==> src/core/pscl_pkg.sv <==
// Constants and register map of the strap configuration loader
//
// Overview of operation
// - Latch three address straps at reset end
// - Answer only management frames with matching address
// - Station address seeds the transmit scrambler
// - Straps give 0-7; software writes larger address
// - Reset release loads control bits from mode straps
// - Soft reset keeps modes register, ignores straps
// - Modes 000/001: 10 Mb/s half/full, no autoneg
// - Mode 010: 100 half, carrier on both
// - Mode 011: 100 full, carrier on receive
// - Mode 100: autoneg advertising 100 half only
// - Mode 101: repeater, like 100, receive carrier
// - Mode 110: powered down until mode rewrite and soft reset
// - Mode 111: autoneg advertising every ability
// - Reduced-interface strap sampled at reset release
// - Strap low selects MII, high selects RMII
// - Interface kind bit loaded from strap, reported
// - Straps latched on power-on and pin reset
package pscl_pkg;
  // Register byte addresses on the bus
  localparam logic [3:0] ADDR_CTRL = 4'h0;
  localparam logic [3:0] ADDR_ADV = 4'h4;
  localparam logic [3:0] ADDR_MODES = 4'h8;
  localparam logic [3:0] ADDR_STAT = 4'hC;
  // Control register field positions
  localparam int CTRL_SOFT_RST = 15;
  localparam int CTRL_SPEED = 13;
  localparam int CTRL_ANEG = 12;
  localparam int CTRL_PDOWN = 11;
  localparam int CTRL_DUPLEX = 8;
  // Special modes register fields
  localparam int MODES_ADDR_LSB = 0;
  localparam int MODES_MODE_LSB = 5;
  localparam int MODES_IFKIND = 14;
  // Advertisement bits 8:5
  localparam int ADV_LSB = 5;
  localparam logic [3:0] ADV_HALF100 = 4'h4;
  localparam logic [3:0] ADV_ALL = 4'hF;
  localparam logic [15:0] ADV_RESET = 16'h0001;
  // Straps settle after reset release for this many cycles
  localparam int SETTLE_CYCLES = 4;
  typedef enum logic [2:0] {
    PSCL_M_10H = 3'b000,
    PSCL_M_10F = 3'b001,
    PSCL_M_100H = 3'b010,
    PSCL_M_100F = 3'b011,
    PSCL_M_AN100H = 3'b100,
    PSCL_M_REPEAT = 3'b101,
    PSCL_M_PDOWN = 3'b110,
    PSCL_M_ALL = 3'b111
  } pscl_mode_e;
  typedef enum logic [1:0] {
    PSCL_S_RESET = 2'b00,
    PSCL_S_SETTLE = 2'b01,
    PSCL_S_RUN = 2'b10
  } pscl_state_e;
endpackage

==> src/core/pscl_loader.sv <==
// Strap capture and register defaults of the transceiver
//
// Register access over Wishbone and the address map were decided locally.
`timescale 1ns/1ps
`default_nettype none
module pscl_loader (
  input wire logic clk,
  input wire logic sys_rst,
  input wire logic hardware_reset_pin_n,
  input wire logic [2:0] station_address_straps,
  input wire logic [2:0] mode_straps,
  input wire logic reduced_if_select_strap,
  input wire logic [4:0] frame_address,
  input wire logic frame_valid,
  input wire logic [3:0] wb_adr_i,
  input wire logic [31:0] wb_dat_i,
  input wire logic [3:0] wb_sel_i,
  input wire logic wb_we_i,
  input wire logic wb_cyc_i,
  input wire logic wb_stb_i,
  output logic [31:0] wb_dat_o,
  output logic wb_ack_o,
  output logic frame_match,
  output logic [10:0] scrambler_seed,
  output logic shared_pins_oe,
  output logic host_if_rmii,
  output logic core_powered_down,
  output logic carrier_on_transmit,
  output logic repeater_mode,
  output logic core_reconfig
);
  // Pin reset is asynchronous: three stages, change once last two agree
  logic [2:0] rst_sync_r;
  logic pin_rst_r;
  logic [2:0] addr_m1_r, addr_m2_r, addr_m3_r, addr_s2_r;
  logic [2:0] mode_m1_r, mode_m2_r, mode_m3_r, mode_s2_r;
  logic rmii_m1_r, rmii_m2_r, rmii_m3_r, rmii_s2_r;
  pscl_pkg::pscl_state_e state_r, state_nxt;
  logic [2:0] settle_r;
  logic [15:0] ctrl_r, adv_r, modes_r;
  logic crs_tx_r, repeat_r;
  logic [2:0] mode_now;
  logic in_reset, capture, settled;
  logic bus_req, bus_wr, soft_rst_wr, mapped;
  logic [15:0] wdat, rdat;

  always_ff @(posedge clk) begin
    if (sys_rst) begin
      rst_sync_r <= 3'h0;
      pin_rst_r <= 1'b1;
    end else begin
      rst_sync_r <= {rst_sync_r[1:0], hardware_reset_pin_n};
      if (rst_sync_r[2] == rst_sync_r[1]) begin
        pin_rst_r <= ~rst_sync_r[2];
      end
    end
  end

  // Straps take three stages; a level counts once the last two agree
  always_ff @(posedge clk) begin
    addr_m1_r <= station_address_straps;
    addr_m2_r <= addr_m1_r;
    addr_m3_r <= addr_m2_r;
    mode_m1_r <= mode_straps;
    mode_m2_r <= mode_m1_r;
    mode_m3_r <= mode_m2_r;
    rmii_m1_r <= reduced_if_select_strap;
    rmii_m2_r <= rmii_m1_r;
    rmii_m3_r <= rmii_m2_r;
    if (addr_m2_r == addr_m3_r) begin
      addr_s2_r <= addr_m3_r;
    end
    if (mode_m2_r == mode_m3_r) begin
      mode_s2_r <= mode_m3_r;
    end
    if (rmii_m2_r == rmii_m3_r) begin
      rmii_s2_r <= rmii_m3_r;
    end
  end

  assign in_reset = sys_rst | pin_rst_r;
  assign settled = (settle_r == 3'(pscl_pkg::SETTLE_CYCLES - 1));
  assign capture = (state_r == pscl_pkg::PSCL_S_SETTLE) & settled;

  always_comb begin
    state_nxt = state_r;
    unique case (state_r)
      pscl_pkg::PSCL_S_RESET: state_nxt = pscl_pkg::PSCL_S_SETTLE;
      pscl_pkg::PSCL_S_SETTLE: begin
        if (settled) begin
          state_nxt = pscl_pkg::PSCL_S_RUN;
        end
      end
      pscl_pkg::PSCL_S_RUN: state_nxt = pscl_pkg::PSCL_S_RUN;
      default: state_nxt = pscl_pkg::PSCL_S_RESET;
    endcase
  end

  always_ff @(posedge clk) begin
    if (in_reset) begin
      state_r <= pscl_pkg::PSCL_S_RESET;
      settle_r <= 3'h0;
    end else begin
      state_r <= state_nxt;
      if (state_r == pscl_pkg::PSCL_S_SETTLE) begin
        settle_r <= settle_r + 3'h1;
      end
    end
  end

  // Bus decode, 16-bit registers in the low half of each word
  assign bus_req = wb_cyc_i & wb_stb_i & ~wb_ack_o;
  assign bus_wr = bus_req & wb_we_i & (state_r == pscl_pkg::PSCL_S_RUN);
  assign wdat = {wb_sel_i[1] ? wb_dat_i[15:8] : 8'h00,
                 wb_sel_i[0] ? wb_dat_i[7:0] : 8'h00};
  assign soft_rst_wr = bus_wr & (wb_adr_i == pscl_pkg::ADDR_CTRL) &
                       wb_sel_i[1] & wb_dat_i[pscl_pkg::CTRL_SOFT_RST];
  assign mapped = (wb_adr_i == pscl_pkg::ADDR_CTRL) |
                  (wb_adr_i == pscl_pkg::ADDR_ADV) |
                  (wb_adr_i == pscl_pkg::ADDR_MODES) |
                  (wb_adr_i == pscl_pkg::ADDR_STAT);
  assign mode_now = modes_r[pscl_pkg::MODES_MODE_LSB +: 3];

  // Defaults for control bits 13,12,11,8 from a mode value
  function automatic logic [15:0] mode_ctrl(input logic [2:0] m);
    logic [15:0] c;
    c = 16'h0000;
    unique case (pscl_pkg::pscl_mode_e'(m))
      pscl_pkg::PSCL_M_10H: c = 16'h0000;
      pscl_pkg::PSCL_M_10F: c[pscl_pkg::CTRL_DUPLEX] = 1'b1;
      pscl_pkg::PSCL_M_100H: c[pscl_pkg::CTRL_SPEED] = 1'b1;
      pscl_pkg::PSCL_M_100F: begin
        c[pscl_pkg::CTRL_SPEED] = 1'b1;
        c[pscl_pkg::CTRL_DUPLEX] = 1'b1;
      end
      pscl_pkg::PSCL_M_AN100H, pscl_pkg::PSCL_M_REPEAT: begin
        c[pscl_pkg::CTRL_SPEED] = 1'b1;
        c[pscl_pkg::CTRL_ANEG] = 1'b1;
      end
      pscl_pkg::PSCL_M_PDOWN: c[pscl_pkg::CTRL_PDOWN] = 1'b1;
      pscl_pkg::PSCL_M_ALL: begin
        // Don't-care speed and duplex resolved to the fastest
        c[pscl_pkg::CTRL_SPEED] = 1'b1;
        c[pscl_pkg::CTRL_ANEG] = 1'b1;
        c[pscl_pkg::CTRL_DUPLEX] = 1'b1;
      end
    endcase
    return c;
  endfunction

  function automatic logic [3:0] mode_adv(input logic [2:0] m,
                                          input logic [3:0] keep);
    logic [3:0] a;
    a = keep;
    if (m == pscl_pkg::PSCL_M_AN100H || m == pscl_pkg::PSCL_M_REPEAT) begin
      a = pscl_pkg::ADV_HALF100;
    end else if (m == pscl_pkg::PSCL_M_ALL) begin
      a = pscl_pkg::ADV_ALL;
    end
    return a;
  endfunction

  always_ff @(posedge clk) begin
    if (in_reset) begin
      ctrl_r <= 16'h0000;
      adv_r <= pscl_pkg::ADV_RESET;
      modes_r <= 16'h0000;
      crs_tx_r <= 1'b1;
      repeat_r <= 1'b0;
    end else if (capture) begin
      modes_r <= 16'h0000;
      modes_r[pscl_pkg::MODES_ADDR_LSB +: 3] <= addr_s2_r;
      modes_r[pscl_pkg::MODES_MODE_LSB +: 3] <= mode_s2_r;
      modes_r[pscl_pkg::MODES_IFKIND] <= rmii_s2_r;
      ctrl_r <= mode_ctrl(mode_s2_r);
      adv_r[pscl_pkg::ADV_LSB +: 4] <=
        mode_adv(mode_s2_r, adv_r[pscl_pkg::ADV_LSB +: 4]);
      crs_tx_r <= ~mode_s2_r[0] | (mode_s2_r == pscl_pkg::PSCL_M_ALL);
      repeat_r <= (mode_s2_r == pscl_pkg::PSCL_M_REPEAT);
    end else if (soft_rst_wr) begin
      // Soft reset rebuilds from the mode field, never from straps
      ctrl_r <= mode_ctrl(mode_now);
      adv_r[pscl_pkg::ADV_LSB +: 4] <=
        mode_adv(mode_now, adv_r[pscl_pkg::ADV_LSB +: 4]);
      crs_tx_r <= ~mode_now[0] | (mode_now == pscl_pkg::PSCL_M_ALL);
      repeat_r <= (mode_now == pscl_pkg::PSCL_M_REPEAT);
    end else if (bus_wr) begin
      // Software overrides; otherwise values hold
      if (wb_adr_i == pscl_pkg::ADDR_CTRL) begin
        ctrl_r <= wdat & 16'h7FFF;
      end
      if (wb_adr_i == pscl_pkg::ADDR_ADV) begin
        adv_r <= wdat;
      end
      if (wb_adr_i == pscl_pkg::ADDR_MODES) begin
        modes_r <= wdat;
        // Interface kind is fixed at capture; writes leave it
        modes_r[pscl_pkg::MODES_IFKIND] <= modes_r[pscl_pkg::MODES_IFKIND];
      end
    end
  end

  always_comb begin
    rdat = 16'h0000;
    if (wb_adr_i == pscl_pkg::ADDR_CTRL) begin
      rdat = ctrl_r;
    end else if (wb_adr_i == pscl_pkg::ADDR_ADV) begin
      rdat = adv_r;
    end else if (wb_adr_i == pscl_pkg::ADDR_MODES) begin
      rdat = modes_r;
    end else if (wb_adr_i == pscl_pkg::ADDR_STAT) begin
      rdat = {12'h000, repeat_r, crs_tx_r, state_r};
    end
  end

  // One-wait-state slave; unmapped reads return zero, writes dropped
  always_ff @(posedge clk) begin
    if (sys_rst) begin
      wb_ack_o <= 1'b0;
      wb_dat_o <= 32'h0000_0000;
    end else begin
      wb_ack_o <= bus_req;
      wb_dat_o <= (bus_req & mapped) ? {16'h0000, rdat} : 32'h0000_0000;
    end
  end

  always_ff @(posedge clk) begin
    if (in_reset) begin
      frame_match <= 1'b0;
      scrambler_seed <= 11'h000;
      shared_pins_oe <= 1'b0;
      host_if_rmii <= 1'b0;
      core_powered_down <= 1'b0;
      carrier_on_transmit <= 1'b0;
      repeater_mode <= 1'b0;
      core_reconfig <= 1'b0;
    end else begin
      frame_match <= frame_valid & (state_r == pscl_pkg::PSCL_S_RUN) &
        (frame_address == modes_r[pscl_pkg::MODES_ADDR_LSB +: 5]);
      scrambler_seed <= 11'(modes_r[pscl_pkg::MODES_ADDR_LSB +: 5]);
      shared_pins_oe <= (state_r == pscl_pkg::PSCL_S_RUN);
      host_if_rmii <= modes_r[pscl_pkg::MODES_IFKIND];
      core_powered_down <= ctrl_r[pscl_pkg::CTRL_PDOWN];
      carrier_on_transmit <= crs_tx_r;
      repeater_mode <= repeat_r;
      core_reconfig <= capture | soft_rst_wr;
    end
  end
endmodule
`default_nettype wire

==> config.mk <==
export PLATFORM = sky130hd
export DESIGN_NAME = pscl_loader
export DESIGN_NICKNAME = d
export VERILOG_FILES = /design/src/core/pscl_pkg.sv /design/src/core/pscl_loader.sv
export SDC_FILE = /design/constraint.sdc
export NUM_CORES = 1
export LEC_CHECK = 0
export ABC_AREA = 1
export BUFFER_PORTS_ARGS = -buffer_cell sky130_fd_sc_hd__buf_2
export CAP_MARGIN = 20
export CORE_ASPECT_RATIO = 1.25
export CORE_UTILIZATION = 39
export CTS_CLUSTER_SIZE = 24
export DETAILED_ROUTE_END_ITERATION = 8
export PLACE_DENSITY_LB_ADDON = 0.15
export SKIP_LAST_GASP = 1
export SLEW_MARGIN = 10
export SYNTH_ARGS = -nofsm -noshare
export SYNTH_HDL_FRONTEND = slang
export SYNTH_SLANG_ARGS = --single-unit
==> constraint.sdc <==
create_clock -name clk -period 1.5 [get_ports clk]
set_input_delay 0.075 -clock clk [delete_from_list [all_inputs] [get_ports clk]]
set_output_delay 0.075 -clock clk [all_outputs]
set_load 0.1 [all_outputs]
==> flow_summary_export.csv, run 1 <==
group,metric,value,unit
yosys,synth.distinct_cells,37,
floorplanning,die_x,98.0,µm
clock_network,cts_max_level,4,
floorplanning,die-area,0.0119,mm²
floorplanning,io_pins,110,
global_routing,grt_max_degree,24,
pwr,p_per_area,1140,mW/mm²
placement,gp_congestion,0.834,
finish,diodes,0,
routing,wl_per_cell,14.5,µm
timing,slew_violations,0,
pwr,irDropWorstVdd,770,µV
min_path,hold_start,"wb_dat_i[6]",
setup_path,worstPathArrival,1840,ps
setup_path,regToRegSetupSlack,-40,ps
timing,hold_violations,0,
clock_network,clk_path_buf_depth,2,
timing,fmax,650,MHz
job,drv_cap,0,
floorplanning,start_util,40.3,%
min_path,min_path_type,"input pin to register",
routing,vias,4119,
setup_path,cp-startpoint,"state_r[0]",
finish,layout_common_cells,"103 x dfxtp_1, 83 x nand2_1, 69 x buf_2",
routing,drc,6,
yosys,synthTopCellsByArea,"dfxtp_1 48%, nand2_1 7.9%, nor2_1 6.4%, edfxtp_1 4.7%, inv_1 4.4%",
floorplanning,core_area,0.0111,mm²
timing,fin_crit,1540,ps
placement,dp_slack,-336,ps
setup_path,r2r_start,"state_r[0]",
yosys,synth_area,0.00449,mm²
global_routing,antenna_found_initial,0,
setup_path,critical_path_class,"register to register",
placement,port_buffers,69,
outcome,status,"complete, but fails checks",
global_routing,grt_usage,21.5,%
setup_path,start_kind,"register",
finish,area_delta_synth_final,44.7,%
timing,rsz0062_at_grt,"yes",
placement,place_inst,771,
clock_network,clock_latency,420,ps
finish,layout_commonest_cell,"dfxtp_1",
routing,drt_first_iter_violations,171,
yosys,synth_area_per_cell,8.33,µm²
timing,timing.final.ws_setup,-39.6,ps
timing,finalClockSkew,8.74,ps
setup_path,cp_max_fo,11,
timing,fin_crit_sh,103,%
yosys,synthCells,539,
clock_network,cts_buffers,17,
yosys,ys_seq_area_share,52.9,%
placement,hpwlAfterDp,8460,µm
yosys,ys_async_sr_fraction,0,%
yosys,synth_seq_cells,115,
routing,routed_wl,12200,µm
global_routing,grt.overflow.total,0,
timing,setup_violations,17,
clock_network,numClockSinks,115,
yosys,synth_edf_count,7,
finish,fin_util,58.3,%
setup_path,endpoint_kind,"register",
finish,stdcell_count,844,
yosys,ys_warn_count,0,
setup_path,worstPathRequired,1800,ps
yosys,synth_flop_cell,"dfxtp_1",
yosys,synthDominantCellAreaShare,48.2,%
finish,multi_input_area,0.00202,mm²
clock_network,root_buffer,"clkbuf_16",
global_routing,grt_pass1_wl,19300,µm
finish,layout.nets,760,
outcome,violations,"design-rule violations, negative setup slack",
pwr,finalPower,7410,µW
clock_network,clk_pin_slew_worst_paths,60,ps
routing,vias_per_cell,4.88,
floorplanning,die_y,122,µm
finish,layout.area.seq,0.00238,mm²
clock_network,cts_tree,"built",
yosys,yosysTopAreaCell,"dfxtp_1",
floorplanning,rows,43,
pwr,static-leakage-power,0.00277,µW
finish,nFillCells,1020,
routing,detail-route-antenna-nets,0,
finish,drive_above_1_share,32.2,%
routing,drt_first_pass_iters,8,
global_routing,grt_pass1_vias,3939,
-- metrics by stage --
stage,setup TNS [ps],area [µm²],hold slack [ps]
6_report,-418,6490,19.9
5_1_grt,-2210,6490,16.4
4_1_cts,-7.12,6260,3.31
3_5_place_dp,-9740,5200,179
3_3_place_gp,-7960,5200,179
2_1_floorplan,-2.87,4580,103
-- synth_stat cells, types with 2 or more instances --
library cell / instances
buf_4: 26
clkbuf_1: 6
nand2_2: 3
a31oi_1: 9
buf_2: 5
edfxtp_1: 7
dfxtp_1: 108
o22ai_1: 6
o21ai_0: 27
nor3_1: 4
xor2_1: 7
nor2_1: 76
nor2_4: 3
nand4_1: 7
a221oi_1: 5
xnor2_1: 2
inv_1: 53
nand3_1: 18
o21ai_1: 2
ha_1: 5
nand2_1: 94
a211oi_1: 16
a21oi_1: 34
buf_1: 2
a21boi_0: 2
-- where the power goes --
part           total [µW]  switching [µW]  internal, µW  leakage, µW
sequential           3150            18.0          3130     0.000946
combinational         506             381           125      0.00157
clock                3760            1490          2270     0.000256
total                7410            1890          5530      0.00277
-- critical path: stages (launching register included) --
cell and delay, ps:
dfxtp_2 320, inv_2 70, ha_4 140, nand2_4 50, nor2_4 180, nand2_2 120
nor2_4 170, buf_4 150, clkbuf_16 150, a211oi_1 70
-- metal layers --
layer  share of wire, %  up-vias  track usage, %
li1                   -     2040               -
met1                 43     1941            25.2
met2                 50      116            36.2
met3                4.5       22            4.59
met4                2.6        0            12.9
met5                  0        -               0
-- final cells by class --
type | instances | share of cell area (%)
multi-input combinational | 351 | 31.2
timing repair buffer | 156 | 17.8
inverter | 55 | 3.24
sequential | 115 | 36.7
clock inverter | 15 | 2.04
tap | 135 | 2.60
clock buffer | 17 | 6.55
-- registers in the layout (all words and copies together), names as in the netlist, 2 cells and up --
register	cells
adv_r	16
modes_r	16
wb_dat_o	16
ctrl_r	15
scrambler_seed	5
addr_m1_r	3
addr_m2_r	3
addr_m3_r	3
addr_s2_r	3
mode_m1_r	3
mode_m2_r	3
mode_m3_r	3
mode_s2_r	3
rst_sync_r	3
settle_r	3
state_r	2
-- worst paths after layout --
path                                     end  cells after the start
worst min register to register  addr_m2_r[2]                      0
worst max-delay path               adv_r[14]                      9
worst max register to register     adv_r[14]                      9
worst min-delay path               ctrl_r[6]                      3
-- what timing repair did --
| action | 4_1_cts | 5_1_grt |
|---|---|---|
| cloned | 0 | 1 |
| hold endpoints to repair | 37 | 0 |
| setup endpoints to repair | 49 | 50 |
| pin swaps | 16 | 20 |
| buffers inserted | 6 | 7 |
| hold buffers | 27 | 0 |
| gates resized for setup | 48 | 41 |
-- cells by family (layout without fill, tap and decap cells) --
family | Yosys count | count (layout) | share of synthesized area, %
flip-flops | 115 | 115 | 52.9
buffers and inverters | 94 | 243 | 10.2
AND/OR/NAND/NOR | 209 | 209 | 19.7
AO/OA/AOI/OAI | 106 | 106 | 14.1
other | 1 | 22 | 0.0836
XOR/XNOR | 9 | 9 | 1.76
adder cells (fa/ha/maj) | 5 | 5 | 1.39
Power figures use the tool's default switching activity.
==> inputs of run 2 (changes only) <==
- SETUP_SLACK_MARGIN: default -> 0.5
==> flow_summary_export.csv, run 2 (synthesis results as in run 1) <==
group,metric,value,unit
min_path,hold_start,"wb_stb_i",
finish,fin_util,67.0,%
setup_path,cp_max_fo,6,
setup_path,worstPathArrival,1880,ps
floorplanning,io_pins,110,
setup_path,regToRegSetupSlack,-50,ps
clock_network,cts_buffers,17,
outcome,violations,"design-rule violations, negative hold slack, negative setup slack",
routing,drt_first_pass_iters,6,
global_routing,met2_usage,39.9,%
global_routing,grt.overflow.total,0,
global_routing,use_met1,25.1,%
floorplanning,rows,43,
clock_network,root_buffer,"clkbuf_16",
timing,slew_violations,0,
routing,wl_per_cell,15.5,µm
global_routing,antenna_found_initial,0,
timing,fin_crit,1550,ps
timing,setup_violations,15,
placement,gp_congestion,0.864,
finish,multi_input_area,0.00220,mm²
routing,vias_per_cell,4.98,
global_routing,grt_pass1_wl,20300,µm
finish,nFillCells,857,
finish,area_delta_synth_final,66.2,%
floorplanning,core_area,0.0111,mm²
setup_path,critical_path_class,"register to register",
routing,drt_first_iter_violations,205,
global_routing,grt-busiest-layer,"met2",
timing,whs,-18.9,ps
setup_path,worstPathRequired,1830,ps
timing,fin_crit_sh,103,%
pwr,static-leakage-power,0.00306,µW
finish,diodes,0,
clock_network,cts_tree,"built",
setup_path,endpoint_kind,"register",
timing,rsz0062_at_grt,"yes",
finish,drive_above_1_share,43.3,%
global_routing,grt_usage,22.4,%
timing,hold_violations,1,
global_routing,grt_use_met3,5.16,%
setup_path,max_stage_delay,320,ps
outcome,status,"complete, but fails checks",
setup_path,cpMaxStageDelayCell,"dfxtp_2",
clock_network,clk_path_buf_depth,2,
clock_network,holdBufCountCts,24,
setup_path,cp-startpoint,"state_r[0]",
timing,finalClockSkew,10.3,ps
finish,stdcell_count,858,
floorplanning,die-area,0.0119,mm²
floorplanning,die_x,98.0,µm
setup_path,start_kind,"register",
routing,detail-route-antenna-nets,0,
finish,layout.area.seq,0.00242,mm²
timing,timing.final.ws_setup,-45.2,ps
placement,port_buffers,69,
routing,routed_wl,13300,µm
routing,drc,5,
global_routing,grt_pass1_vias,4142,
setup_path,r2r_start,"state_r[0]",
clock_network,clock_latency,410,ps
finish,layout_commonest_cell,"nand2_1",
floorplanning,start_util,40.3,%
pwr,finalPower,7950,µW
job,drv_cap,0,
clock_network,clk_pin_slew_worst_paths,50,ps
setup_path,cp_cell_sequence,"inv_2 -> ha_4 -> nand2_4 -> nor2_4 -> buf_6 -> nand2_4 -> nor2_4 -> buf_6 -> nor2_2 -> a211oi_2",
placement,place_inst,772,
finish,reg_top3,"adv_r (16), modes_r (16), wb_dat_o (16)",
finish,layout_common_cells,"83 x nand2_1, 70 x dfxtp_1, 63 x nor2_1",
pwr,irDropWorstVdd,852,µV
global_routing,grt_max_degree,18,
clock_network,numClockSinks,115,
floorplanning,die_y,122,µm
timing,fmax,647,MHz
pwr,p_per_area,1070,mW/mm²
min_path,min_path_type,"input pin to register",
routing,vias,4275,
placement,hpwlAfterDp,8100,µm
finish,layout.nets,774,
clock_network,cts_max_level,4,
## run 2: cell type report
cell class	count	area share, %
Inverter	55	3.07
Multi-Input combinational cell	351	29.5
Sequential cell	115	32.5
Clock buffer	23	6.41
Timing Repair Buffer	170	24.3
Clock inverter	9	2.03
Tap cell	135	2.27
## run 2: where the power goes
| group | internal (µW) | switching [µW] | total (µW) |
|---|---|---|---|
| Clock | 2900 | 1370 | 4270 |
| Combinational | 137 | 397 | 533 |
| Sequential | 3130 | 19.1 | 3150 |
## run 2: repair_timing
action,CTS,global route
setup buffers,16,8
gates resized for setup,225,38
cloned,3,3
pin swaps,30,22
endpoints found under the setup margin,116,116
hold endpoints to repair,32,1
## run 2: stage by stage
stage / TNS [ps] / area (µm²) / worst slack (ps)
after floorplan: 0 / 4840 / 90.4
after global placement: 0 / 5420 / 10.9
after detailed placement: -127 / 5420 / -28.6
after CTS: -448 / 7200 / -49.6
after global routing: -2200 / 7460 / -132
final: -384 / 7460 / -45.2
## run 2: critical path: cells and delay by family, from the launching register on
family	cells	cell delay [ps]
simple gates	5	490
buf+inv	3	350
flops	1	320
compound gates	1	170
fa+ha+maj	1	140
## run 2: worst paths after layout
kind                                endpoint  depth (start not counted)
worst max-delay path               adv_r[10]                         10
worst min-delay path                wb_ack_o                          3
worst max register to register     adv_r[10]                         10
worst min register to register  addr_m2_r[1]                          0
## run 2: layer usage
| metal | up-vias | wire length [µm] |
|---|---|---|
| li1 | 2085 | - |
| met2 | 161 | 6790 |
| met5 | - | 0 |
| met3 | 46 | 744 |
| met4 | 0 | 512 |
| met1 | 1983 | 5290 |
==> inputs of run 3 (changes only) <==
- HOLD_SLACK_MARGIN: default -> 0.03
==> flow_summary_export.csv, run 3 (synthesis results as in run 1) <==
group,metric,value,unit
outcome,status,"complete, but fails checks",
outcome,violations,"design-rule violations, negative hold slack, negative setup slack",
clock_network,clk_path_buf_depth,2,
clock_network,cts_max_level,4,
finish,nFillCells,852,
timing,finalClockSkew,11.1,ps
clock_network,cts_tree,"built",
global_routing,grt_pass1_vias,4163,
floorplanning,core_area,0.0111,mm²
finish,layout_common_cells,"83 x nand2_1, 70 x dfxtp_1, 63 x nor2_1",
timing,rsz0062_at_grt,"yes",
finish,layout_commonest_cell,"nand2_1",
clock_network,numClockSinks,115,
finish,drive_above_1_share,43.1,%
floorplanning,rows,43,
finish,layout.nets,777,
finish,diodes,0,
routing,routed_wl,13400,µm
finish,fin_area,0.00749,mm²
setup_path,worstPathRequired,1830,ps
timing,fmax,640,MHz
min_path,hold_start,"wb_stb_i",
clock_network,cts_buffers,17,
placement,port_buffers,69,
routing,wl_per_cell,15.5,µm
setup_path,r2r-end,"adv_r[10]",
placement,place_area,0.00542,mm²
routing,drc,5,
setup_path,worstPathArrival,1890,ps
global_routing,antenna_found_initial,0,
global_routing,grt_max_degree,18,
floorplanning,die_y,122,µm
floorplanning,die_x,98.0,µm
setup_path,r2r_start,"state_r[0]",
pwr,p_per_area,1060,mW/mm²
global_routing,grt_usage,22.6,%
timing,timing.final.ws_setup,-62.8,ps
setup_path,regToRegSetupSlack,-60,ps
pwr,static-leakage-power,0.00307,µW
finish,layout.area.seq,0.00242,mm²
routing,drt_first_pass_iters,7,
clock_network,clock_latency,410,ps
placement,gp_congestion,0.864,
placement,hpwlAfterDp,8100,µm
setup_path,critical_path_class,"register to register",
clock_network,clk_pin_slew_worst_paths,50,ps
setup_path,cp_max_fo,6,
timing,hold_violations,1,
timing,fin_crit,1560,ps
min_path,min_path_type,"input pin to register",
finish,area_delta_synth_final,66.8,%
setup_path,cp_cell_sequence,"inv_2 -> ha_4 -> nand2_4 -> nor2_4 -> buf_6 -> nand2_4 -> nor2_4 -> buf_6 -> nor2_2 -> a211oi_2",
min_path,min_path_cells,3,
global_routing,grt_pass1_wl,20500,µm
finish,multi_input_area,0.00220,mm²
finish,reg_top3,"adv_r (16), modes_r (16), wb_dat_o (16)",
routing,vias_per_cell,4.94,
timing,whs,-19.6,ps
setup_path,start_kind,"register",
pwr,irDropWorstVdd,851,µV
floorplanning,start_util,40.3,%
routing,drt_first_iter_violations,220,
floorplanning,io_pins,110,
timing,slew_violations,0,
setup_path,max_stage_delay,320,ps
clock_network,holdBufCountCts,27,
min_path,min_to,"wb_ack_o",
global_routing,grt.overflow.total,0,
setup_path,cpMaxStageDelayCell,"dfxtp_2",
clock_network,root_buffer,"clkbuf_16",
routing,detail-route-antenna-nets,0,
setup_path,endpoint_kind,"register",
setup_path,r2r_cells,10,
timing,fin_crit_sh,104,%
timing,setup_violations,15,
floorplanning,die-area,0.0119,mm²
job,drv_cap,0,
routing,vias,4252,
[run 3: cell count changes in the layout (fill, tap and decap cells not counted)]
| cell | before | now |
|---|---|---|
| dlygate4sd3_1 | 24 | 27 |
[run 3: routing by layer]
layer,up-vias,GRT usage (%),part of all wire [%]
li1,2093,-,-
met1,1987,25.3,40
met2,137,40.1,52
met3,35,5.11,5.4
met4,0,11.6,3.0
met5,-,0,0
[run 3: critical path: cells and delay by family, from the launching register on]
kind            cells  cell delay [ps]
flops               1              320
compound gates      1              180
buf+inv             3              360
fa+ha+maj           1              140
simple gates        5              490
[run 3: stage by stage]
step	setup WS (ps)	instances	TNS (ps)	total power [µW]	util, %
floorplan	90.4	560	0	3600	-
global placement	10.9	772	0	3660	48.6
detailed placement	-28.6	772	-127	3660	48.6
CTS	-49.6	850	-448	7990	64.9
global route	-139	861	-2360	8170	67.2
finish	-62.8	861	-411	7960	67.2
[run 3: worst max-delay path by stage]
stage | start | to | slack, ps | cells after the start
finish | state_r[0] | adv_r[10] | -60 | 10
global route | state_r[0] | adv_r[5] | -140 | 12
CTS | state_r[0] | adv_r[6] | -50 | 12
detailed placement | state_r[0] | adv_r[12] | -30 | 10
global placement | state_r[0] | adv_r[9] | 10 | 10
floorplan | wb_ack_o | adv_r[4] | 90 | 8
[run 3: cell type report]
class	instances	share of cell area, %
sequential	115	32.4
multi-input combinational	351	29.3
clock buffer	23	6.38
clock inverter	9	2.02
timing repair buffer	173	24.6
inverter	55	3.06
tap	135	2.26
[run 3: power breakdown]
group          switching [µW]  internal (µW)  total, µW
sequential               19.2           3130       3150
combinational             399            142        541
clock                    1370           2900       4270
total                    1790           6180       7960
[run 3: repair_timing]
| action | 4_1_cts | 5_1_grt |
|---|---|---|
| buffers inserted | 16 | 8 |
| pin swaps | 30 | 22 |
| endpoints found under the setup margin | 116 | 116 |
| resized for setup | 225 | 38 |
| gates cloned | 3 | 3 |
| endpoints found under the hold margin | 40 | 1 |
